`src/design/bsl_pkg.sv`:
```
// Register map, field positions, reset values and timing for the backlight register bank
package bsl_pkg;
	// Register offsets
	localparam logic [7:0] OFF_LEVEL = 8'h00;
	localparam logic [7:0] OFF_SETUP = 8'h01;
	localparam logic [7:0] OFF_FLAGS = 8'h02;
	// Reset values
	localparam logic [7:0] RST_LEVEL = 8'h00;
	localparam logic [7:0] RST_SETUP = 8'h00;
	localparam logic [7:0] RST_FLAGS = 8'h00;
	// Device setup fields
	localparam int SETUP_EN_BIT   = 0;
	localparam int SETUP_MODE_LSB = 1;
	localparam int SETUP_MODE_MSB = 2;
	localparam logic [7:0] SETUP_USED_MASK = 8'h07;
	// Error flag positions
	localparam int FLAG_OPEN  = 7;
	localparam int FLAG_SHORT = 6;
	localparam int FLAG_MULTI = 5;
	localparam int FLAG_ONE   = 4;
	localparam int FLAG_ANY   = 3;
	localparam int FLAG_TRIP  = 2;
	localparam int FLAG_HEAT  = 1;
	localparam int FLAG_SUPPLY = 0;
	// Dimming source codes
	localparam logic [1:0] SRC_PIN_DUTY0 = 2'h0;
	localparam logic [1:0] SRC_PIN_DUTY1 = 2'h1;
	localparam logic [1:0] SRC_REGISTER  = 2'h2;
	localparam logic [1:0] SRC_PASS      = 2'h3;
	// Timing
	localparam int CLK_HZ       = 10000000;
	localparam int LOW_TIME_MS  = 50;
	localparam int TRIP_CYCLES  = LOW_TIME_MS * (CLK_HZ / 1000);
	localparam logic [7:0] PWM_WRAP = 8'hFF;
	// Synchroniser reset level
	localparam logic SYNC_RST = 1'b0;
endpackage

```
`src/design/bsl_regs.sv`:
```
// Backlight brightness, setup and latched error-flag registers with dimming output
`timescale 1ns/100ps
module bsl_regs #(
	parameter int CH          = 6,
	parameter int TRIP_CYCLES = bsl_pkg::TRIP_CYCLES
) (
	// Clock and reset
	input  wire logic          mclk_in,
	input  wire logic          sys_rst_in,
	// Register port
	input  wire logic [7:0]    reg_addr_in,
	input  wire logic          reg_wr_in,
	input  wire logic [7:0]    reg_wdata_in,
	input  wire logic          reg_rd_in,
	output logic      [7:0]    reg_rdata_out,
	// Device pins
	input  wire logic          chip_en_in,
	input  wire logic          dim_pin_in,
	output logic               fault_pin_out,
	output logic               fault_pin_oe_out,
	// Analog monitor indications
	input  wire logic [CH-1:0] led_open_in,
	input  wire logic [CH-1:0] led_short_in,
	input  wire logic          boost_low_in,
	input  wire logic          overheat_in,
	input  wire logic          temp_ok_in,
	input  wire logic          low_supply_in,
	// Power stage control
	output logic               boost_enable_out,
	output logic               led_enable_out,
	output logic               pwm_out,
	output logic      [7:0]    dim_duty_out
);
	localparam int SW = 2 * CH + 6;
	localparam int CW = $clog2(TRIP_CYCLES + 1);

	logic [SW-1:0]   sync_s;
	logic [CH-1:0]   open_s;
	logic [CH-1:0]   short_s;
	logic            en_s;
	logic            dim_s;
	logic            blow_s;
	logic            heat_s;
	logic            tok_s;
	logic            supply_s;

	logic [7:0]      dimming_level_reg;
	logic [7:0]      setup_reg;
	logic [7:0]      error_flags_reg;
	logic [7:0]      error_flags_next;
	logic [7:0]      flag_set;
	logic            flag_clr;
	logic [CW-1:0]   low_cnt_reg;
	logic            overcurrent_error;
	logic            boost_off_reg;
	logic            heat_hold_reg;
	logic [7:0]      pwm_cnt_reg;
	logic [7:0]      meas_acc_reg;
	logic [7:0]      meas_duty_reg;
	logic [7:0]      duty_sel;
	logic [1:0]      dimming_source_select;
	logic            light_output_enable;
	logic            any_led_error;
	logic [CH-1:0]   ch_err;
	logic [3:0]      ch_count;
	logic            power_ok;

	function automatic logic [3:0] count_ones(input logic [CH-1:0] v);
		logic [3:0] n;
		n = 4'h0;
		for (int i = 0; i < CH; i++) begin
			n = n + {3'h0, v[i]};
		end
		return n;
	endfunction

	function automatic logic is_access(input logic [7:0] a, input logic [7:0] off);
		return a == off;
	endfunction

	bsl_sync #(
		.W (SW)
	) u_sync (
		.mclk_in    (mclk_in),
		.sys_rst_in (sys_rst_in),
		.async_in   ({led_open_in, led_short_in, chip_en_in, dim_pin_in, boost_low_in,
		              overheat_in, temp_ok_in, low_supply_in}),
		.sync_out   (sync_s)
	);

	assign {open_s, short_s, en_s, dim_s, blow_s, heat_s, tok_s, supply_s} = sync_s;

	assign dimming_source_select = setup_reg[bsl_pkg::SETUP_MODE_MSB:bsl_pkg::SETUP_MODE_LSB];
	assign light_output_enable   = setup_reg[bsl_pkg::SETUP_EN_BIT];
	assign ch_err                = open_s | short_s;
	assign ch_count              = count_ones(ch_err);
	assign any_led_error         = |ch_err;

	// Register writes
	always_ff @(posedge mclk_in) begin
		if (sys_rst_in) begin
			dimming_level_reg <= bsl_pkg::RST_LEVEL;
			setup_reg         <= bsl_pkg::RST_SETUP;
		end else if (reg_wr_in) begin
			if (is_access(reg_addr_in, bsl_pkg::OFF_LEVEL)) begin
				dimming_level_reg <= reg_wdata_in;
			end
			if (is_access(reg_addr_in, bsl_pkg::OFF_SETUP)) begin
				setup_reg <= reg_wdata_in & bsl_pkg::SETUP_USED_MASK;
			end
		end
	end

	// Flag events; set wins over clear
	always_comb begin
		flag_set = 8'h00;
		flag_set[bsl_pkg::FLAG_OPEN]   = |open_s;
		flag_set[bsl_pkg::FLAG_SHORT]  = |short_s;
		flag_set[bsl_pkg::FLAG_MULTI]  = ch_count >= 4'h2;
		flag_set[bsl_pkg::FLAG_ONE]    = ch_count == 4'h1;
		flag_set[bsl_pkg::FLAG_ANY]    = any_led_error;
		flag_set[bsl_pkg::FLAG_TRIP]   = overcurrent_error;
		flag_set[bsl_pkg::FLAG_HEAT]   = heat_s;
		flag_set[bsl_pkg::FLAG_SUPPLY] = supply_s;
	end

	assign flag_clr = (reg_rd_in && is_access(reg_addr_in, bsl_pkg::OFF_FLAGS)) || !en_s;
	assign error_flags_next = (flag_clr ? 8'h00 : error_flags_reg) | flag_set;

	always_ff @(posedge mclk_in) begin
		if (sys_rst_in) begin
			error_flags_reg <= bsl_pkg::RST_FLAGS;
		end else begin
			error_flags_reg <= error_flags_next;
		end
	end

	// Open-drain fault pin pulled low while any flag stands
	assign fault_pin_out    = 1'b0;
	assign fault_pin_oe_out = |error_flags_reg;

	// Read data
	always_ff @(posedge mclk_in) begin
		if (sys_rst_in) begin
			reg_rdata_out <= 8'h00;
		end else if (reg_rd_in) begin
			unique case (reg_addr_in)
				bsl_pkg::OFF_LEVEL: reg_rdata_out <= dimming_level_reg;
				bsl_pkg::OFF_SETUP: reg_rdata_out <= setup_reg;
				bsl_pkg::OFF_FLAGS: reg_rdata_out <= error_flags_reg;
				default:            reg_rdata_out <= 8'h00;
			endcase
		end
	end

	// Boost-low timer and restart after the flag is cleared
	assign overcurrent_error = blow_s && !boost_off_reg
		&& (low_cnt_reg == CW'(TRIP_CYCLES));

	always_ff @(posedge mclk_in) begin
		if (sys_rst_in) begin
			low_cnt_reg   <= '0;
			boost_off_reg <= 1'b0;
		end else begin
			if (!blow_s || boost_off_reg) begin
				low_cnt_reg <= '0;
			end else if (low_cnt_reg != CW'(TRIP_CYCLES)) begin
				low_cnt_reg <= low_cnt_reg + CW'(1);
			end
			if (overcurrent_error) begin
				boost_off_reg <= 1'b1;
			end else if (!error_flags_reg[bsl_pkg::FLAG_TRIP]) begin
				boost_off_reg <= 1'b0;
			end
		end
	end

	// Thermal hold until recovery indication
	always_ff @(posedge mclk_in) begin
		if (sys_rst_in) begin
			heat_hold_reg <= 1'b0;
		end else if (heat_s) begin
			heat_hold_reg <= 1'b1;
		end else if (tok_s) begin
			heat_hold_reg <= 1'b0;
		end
	end

	assign power_ok = light_output_enable && en_s && !heat_hold_reg && !supply_s;

	always_ff @(posedge mclk_in) begin
		if (sys_rst_in) begin
			boost_enable_out <= 1'b0;
			led_enable_out   <= 1'b0;
		end else begin
			boost_enable_out <= power_ok && !boost_off_reg;
			led_enable_out   <= power_ok;
		end
	end

	// Input duty measured over each PWM period
	always_ff @(posedge mclk_in) begin
		if (sys_rst_in) begin
			pwm_cnt_reg   <= 8'h00;
			meas_acc_reg  <= 8'h00;
			meas_duty_reg <= 8'h00;
		end else begin
			pwm_cnt_reg <= pwm_cnt_reg + 8'h01;
			if (pwm_cnt_reg == bsl_pkg::PWM_WRAP) begin
				meas_duty_reg <= meas_acc_reg;
				meas_acc_reg  <= 8'h00;
			end else if (dim_s) begin
				meas_acc_reg <= meas_acc_reg + 8'h01;
			end
		end
	end

	always_comb begin
		unique case (dimming_source_select)
			bsl_pkg::SRC_REGISTER: duty_sel = dimming_level_reg;
			default:               duty_sel = meas_duty_reg;
		endcase
	end

	always_ff @(posedge mclk_in) begin
		if (sys_rst_in) begin
			dim_duty_out <= 8'h00;
			pwm_out      <= 1'b0;
		end else begin
			dim_duty_out <= duty_sel;
			if (dimming_source_select == bsl_pkg::SRC_PASS) begin
				pwm_out <= dim_s && power_ok;
			end else begin
				pwm_out <= (pwm_cnt_reg < duty_sel) && power_ok;
			end
		end
	end
endmodule

```
`src/design/bsl_sync.sv`:
```
// Three-stage input synchroniser; output follows once stages two and three agree
`timescale 1ns/100ps
module bsl_sync #(
	parameter int W = 1
) (
	// Clock and reset
	input  wire logic         mclk_in,
	input  wire logic         sys_rst_in,
	// Data
	input  wire logic [W-1:0] async_in,
	output logic      [W-1:0] sync_out
);
	logic [W-1:0] s1_reg;
	logic [W-1:0] s2_reg;
	logic [W-1:0] s3_reg;

	always_ff @(posedge mclk_in) begin
		if (sys_rst_in) begin
			s1_reg   <= {W{bsl_pkg::SYNC_RST}};
			s2_reg   <= {W{bsl_pkg::SYNC_RST}};
			s3_reg   <= {W{bsl_pkg::SYNC_RST}};
			sync_out <= {W{bsl_pkg::SYNC_RST}};
		end else begin
			s1_reg <= async_in;
			s2_reg <= s1_reg;
			s3_reg <= s2_reg;
			for (int i = 0; i < W; i++) begin
				if (s2_reg[i] == s3_reg[i]) begin
					sync_out[i] <= s3_reg[i];
				end
			end
		end
	end
endmodule

```
`config.mk`:
```
export PLATFORM = sky130hd
export DESIGN_NAME = bsl_regs
export DESIGN_NICKNAME = d
export VERILOG_FILES = /design/src/design/bsl_pkg.sv /design/src/design/bsl_regs.sv /design/src/design/bsl_sync.sv
export SDC_FILE = /design/constraint.sdc
export NUM_CORES = 1
export LEC_CHECK = 0
export ABC_AREA = 1
export CAP_MARGIN = 10
export CELL_PAD_IN_SITES_DETAIL_PLACEMENT = 0
export CELL_PAD_IN_SITES_GLOBAL_PLACEMENT = 2
export CORE_ASPECT_RATIO = 0.75
export CORE_UTILIZATION = 40
export DETAILED_ROUTE_END_ITERATION = 6
export DONT_BUFFER_PORTS = 1
export PLACE_DENSITY = 0.82
export RECOVER_POWER = 100
export REMOVE_ABC_BUFFERS = 1
export SYNTH_ARGS = -nofsm -noshare
export SYNTH_HDL_FRONTEND = slang
export SYNTH_HIERARCHICAL = 1
export SYNTH_SLANG_ARGS = --single-unit
```
`constraint.sdc`:
```
create_clock -name mclk_in -period 4.3 [get_ports mclk_in]
set_input_delay 0.43 -clock mclk_in [delete_from_list [all_inputs] [get_ports mclk_in]]
set_output_delay 0.43 -clock mclk_in [all_outputs]
set_load 0.03 [all_outputs]
```
==> impl_metrics.ini <==
[floorplanning]
start_util_pct = 41.2
die_area_um2 = 15500
rows = 38
chipHeight_um = 108
core_um2 = 14500
die_w_um = 143
ios = 59

[cts]
cts-root-buf = clkbuf_16
cts-buffers-inserted = 17
cts.sinks = 155
cts_buffer_depth = 2
cts_tree = built
clk_pin_slew_worst_paths_ns = 0.06
htreeDepth = 4
cts_resized = 0
clock_latency_ns = 0.42
post_cts_buffers = 0
cts_hold_buf = 0

[power]
pwr-share-comb_pct = 2.0
power.density_nw_per_um2 = 445
clkPwrFrac_pct = 48.1
switchingPower_uw = 614
switching_share_pct = 20.8
p_int_uw = 2340
total_power_uw = 2950
ir_drop_v = 0.000245
p_leak_uw = 0.00255
seqPwrFrac_pct = 49.9

[layout]
nets = 797
area_growth_pct = 10.7
layout-drive-gt1-share_pct = 8.07
n_antenna_cell = 0
largest_reg_flops = 19
final_cells = 956

[timing]
tightest_slew_ns = 1.08
skew_ns = 0.0121
grt_setup_unrepaired = no
hold_viol = 0
post-route-min-period_ns = 2.64
fin_crit_sh_pct = 61.3
slew_headroom_pct = 27.1
fmax_mhz = 379
setup_ws_ns = 1.66
setup_viol = 0
drv_slew = 0
setup_tns_ns = 0

[synth]
yosysWarningCount = 6
yosys.cell_types.count = 39
ys_seq_elements = 155
synth.area.top_cells = dfxtp_1, nor2_1, a21oi_1
ys.flop_type = dfxtp_1
syn_area_per_cell_um2 = 8.07
synthesis.area_um2 = 5990
syn-instance-count = 743
synth_edf_count = 0
synth_top_area_cell = dfxtp_1
yosysTopAreaCellShare_pct = 51.8
yosysMostFrequentCell = dfxtp_1
synth-async-reset-ratio_pct = 0
synthTopCellsByCount = dfxtp_1, nor2_1, inv_1
yosysSeqAreaShare_pct = 51.8

[setup_path]
rrSetupSlack_ns = 1.66
path_class = reg2reg
cp-start-kind = register
rr_endpoint = error_flags_reg[4]
required_ns = 4.65
worstSetupEndpoint = error_flags_reg[4]
worst_ep_arrival_time_ns = 2.99
critPathMaxFanout = 4
end_kind = register
crit_start = u_sync/sync_out[9]
r2r-start = u_sync/sync_out[9]
r2r.worst_path.cells = 8

[global_routing]
grt_pass1_wl_um = 19800
track_usage_pct = 17.0
grt_overflow_total = 0
grt_pass1_vias = 4060
antenna_found_initial = 0
grt_max_degree = 89

[placed_design]
portBuffers = 0
place_hpwl_um = 8510
dp_worst_setup_slack_ns = 1.67
globalplace.congestion = 0.801
place_inst = 924

[outcome]
status = finished, final reports clean

[drt]
wl_per_cell_um = 12.6
drt-pass1-iter-count = 6
dr_total_vias = 4448
post-route-drc-count = 0
wl_um = 12000
drt-initial-drc-count = 215
ant_nets = 0
avgViaCountPerCell = 4.65

[worst_hold_path]
hp-class = in2reg

[run]
max_cap_viol_count = 0
==> power groups by stage <==
stage | sequential, uW | clock [uW] | combinational [uW]
6_report | 1470 | 1420 | 58.1
5_1_grt | 1470 | 1540 | 69.4
4_1_cts | 1470 | 1470 | 60.4
3_5_place_dp | 1500 | 0 | 60.0
3_3_place_gp | 1500 | 0 | 58.3
2_1_floorplan | 1500 | 0 | 48.8
==> logic make-up after synthesis <==
| kind of cell | Yosys count | share of synthesized area (%) |
|---|---|---|
| simple gates | 314 | 23.3 |
| flops | 155 | 51.8 |
| compound gates | 127 | 11.4 |
| buf+inv | 122 | 8.56 |
| fa+ha+maj | 16 | 3.72 |
| xor+xnor | 7 | 1.02 |
| other cells | 1 | 0.0626 |
| mux | 1 | 0.167 |
==> cells in the final DEF, fill, tap and decap left out <==
cell type / Yosys / final
xnor2_1: 3 / 3
nand4_1: 5 / 5
bufinv_16: 0 / 1
nor4_1: 3 / 4
a21oi_1: 75 / 75
o21ai_2: 10 / 10
or2_2: 7 / 7
clkinv_4: 0 / 3
nand3_1: 37 / 38
o21ai_0: 37 / 37
clkbuf_8: 0 / 4
a211oi_1: 1 / 1
ha_1: 13 / 13
or2_0: 2 / 2
fa_1: 3 / 3
nor3b_1: 2 / 2
clkinvlp_4: 0 / 3
inv_2: 2 / 1
mux2i_1: 1 / 1
clkinv_2: 0 / 2
nand2_2: 4 / 1
dfxtp_1: 155 / 155
clkinv_1: 1 / 1
clkbuf_1: 9 / 2
xor2_1: 4 / 4
inv_1: 99 / 100
a31oi_1: 3 / 3
nor2_1: 136 / 139
nor2_2: 12 / 11
nor3_1: 10 / 12
inv_8: 1 / 1
o21bai_1: 1 / 1
nand3b_1: 2 / 2
clkbuf_16: 0 / 17
conb_1: 1 / 1
nand2_1: 88 / 91
==> metrics by stage <==
step	cell area, um^2	utilization (%)	hold slack (ns)
CTS	6700	46.1	0.0556
finish	6640	45.6	0.0831
global placement	6130	42.1	0.392
floorplan	5880	-	0.388
global route	6640	45.6	0.0496
detailed placement	6130	42.1	0.392
==> critical path, cell delays in order (launching register included) <==
cell	delay [ns]
dfxtp_1	0.33
or2_2	0.32
fa_1	0.47
fa_1	0.55
ha_1	0.14
inv_1	0.04
fa_1	0.49
nand3_1	0.08
a21oi_1	0.14
==> layout make-up <==
| type | count | area, um^2 |
|---|---|---|
| Clock buffer | 23 | 488 |
| Clock inverter | 9 | 88.8 |
| Fill cell | 1486 | 7910 |
| Inverter | 103 | 394 |
| Multi-Input combinational cell | 466 | 2310 |
| Sequential cell | 155 | 3100 |
| Tap cell | 200 | 250 |
==> worst min path at each step <==
stage / slack, ns / end / start / depth (start not counted)
6_report: 0.08 / u_sync/s1_reg[15] / sys_rst_in / 1
3_3_place_gp: 0.39 / u_sync/s2_reg[11] / u_sync/s1_reg[11] / 2
4_1_cts: 0.06 / u_sync/s2_reg[17] / sys_rst_in / 1
5_1_grt: 0.05 / u_sync/s2_reg[17] / sys_rst_in / 1
3_5_place_dp: 0.39 / u_sync/s2_reg[4] / u_sync/s1_reg[4] / 2
2_1_floorplan: 0.39 / u_sync/s2_reg[0] / u_sync/s1_reg[0] / 2
==> metal layers <==
metal  part of all wire (%)  global-route usage, %  up-vias  routed length, um
li1                       -                      -     2361                  -
met1                     52                   22.6     2011               6280
met2                     42                   24.5       68               5000
met3                    5.0                   7.84        8                604
met4                   0.95                   4.79        0                114
met5                      0                      0        -                  0
Note: power is estimated with default switching activity, not from simulation.
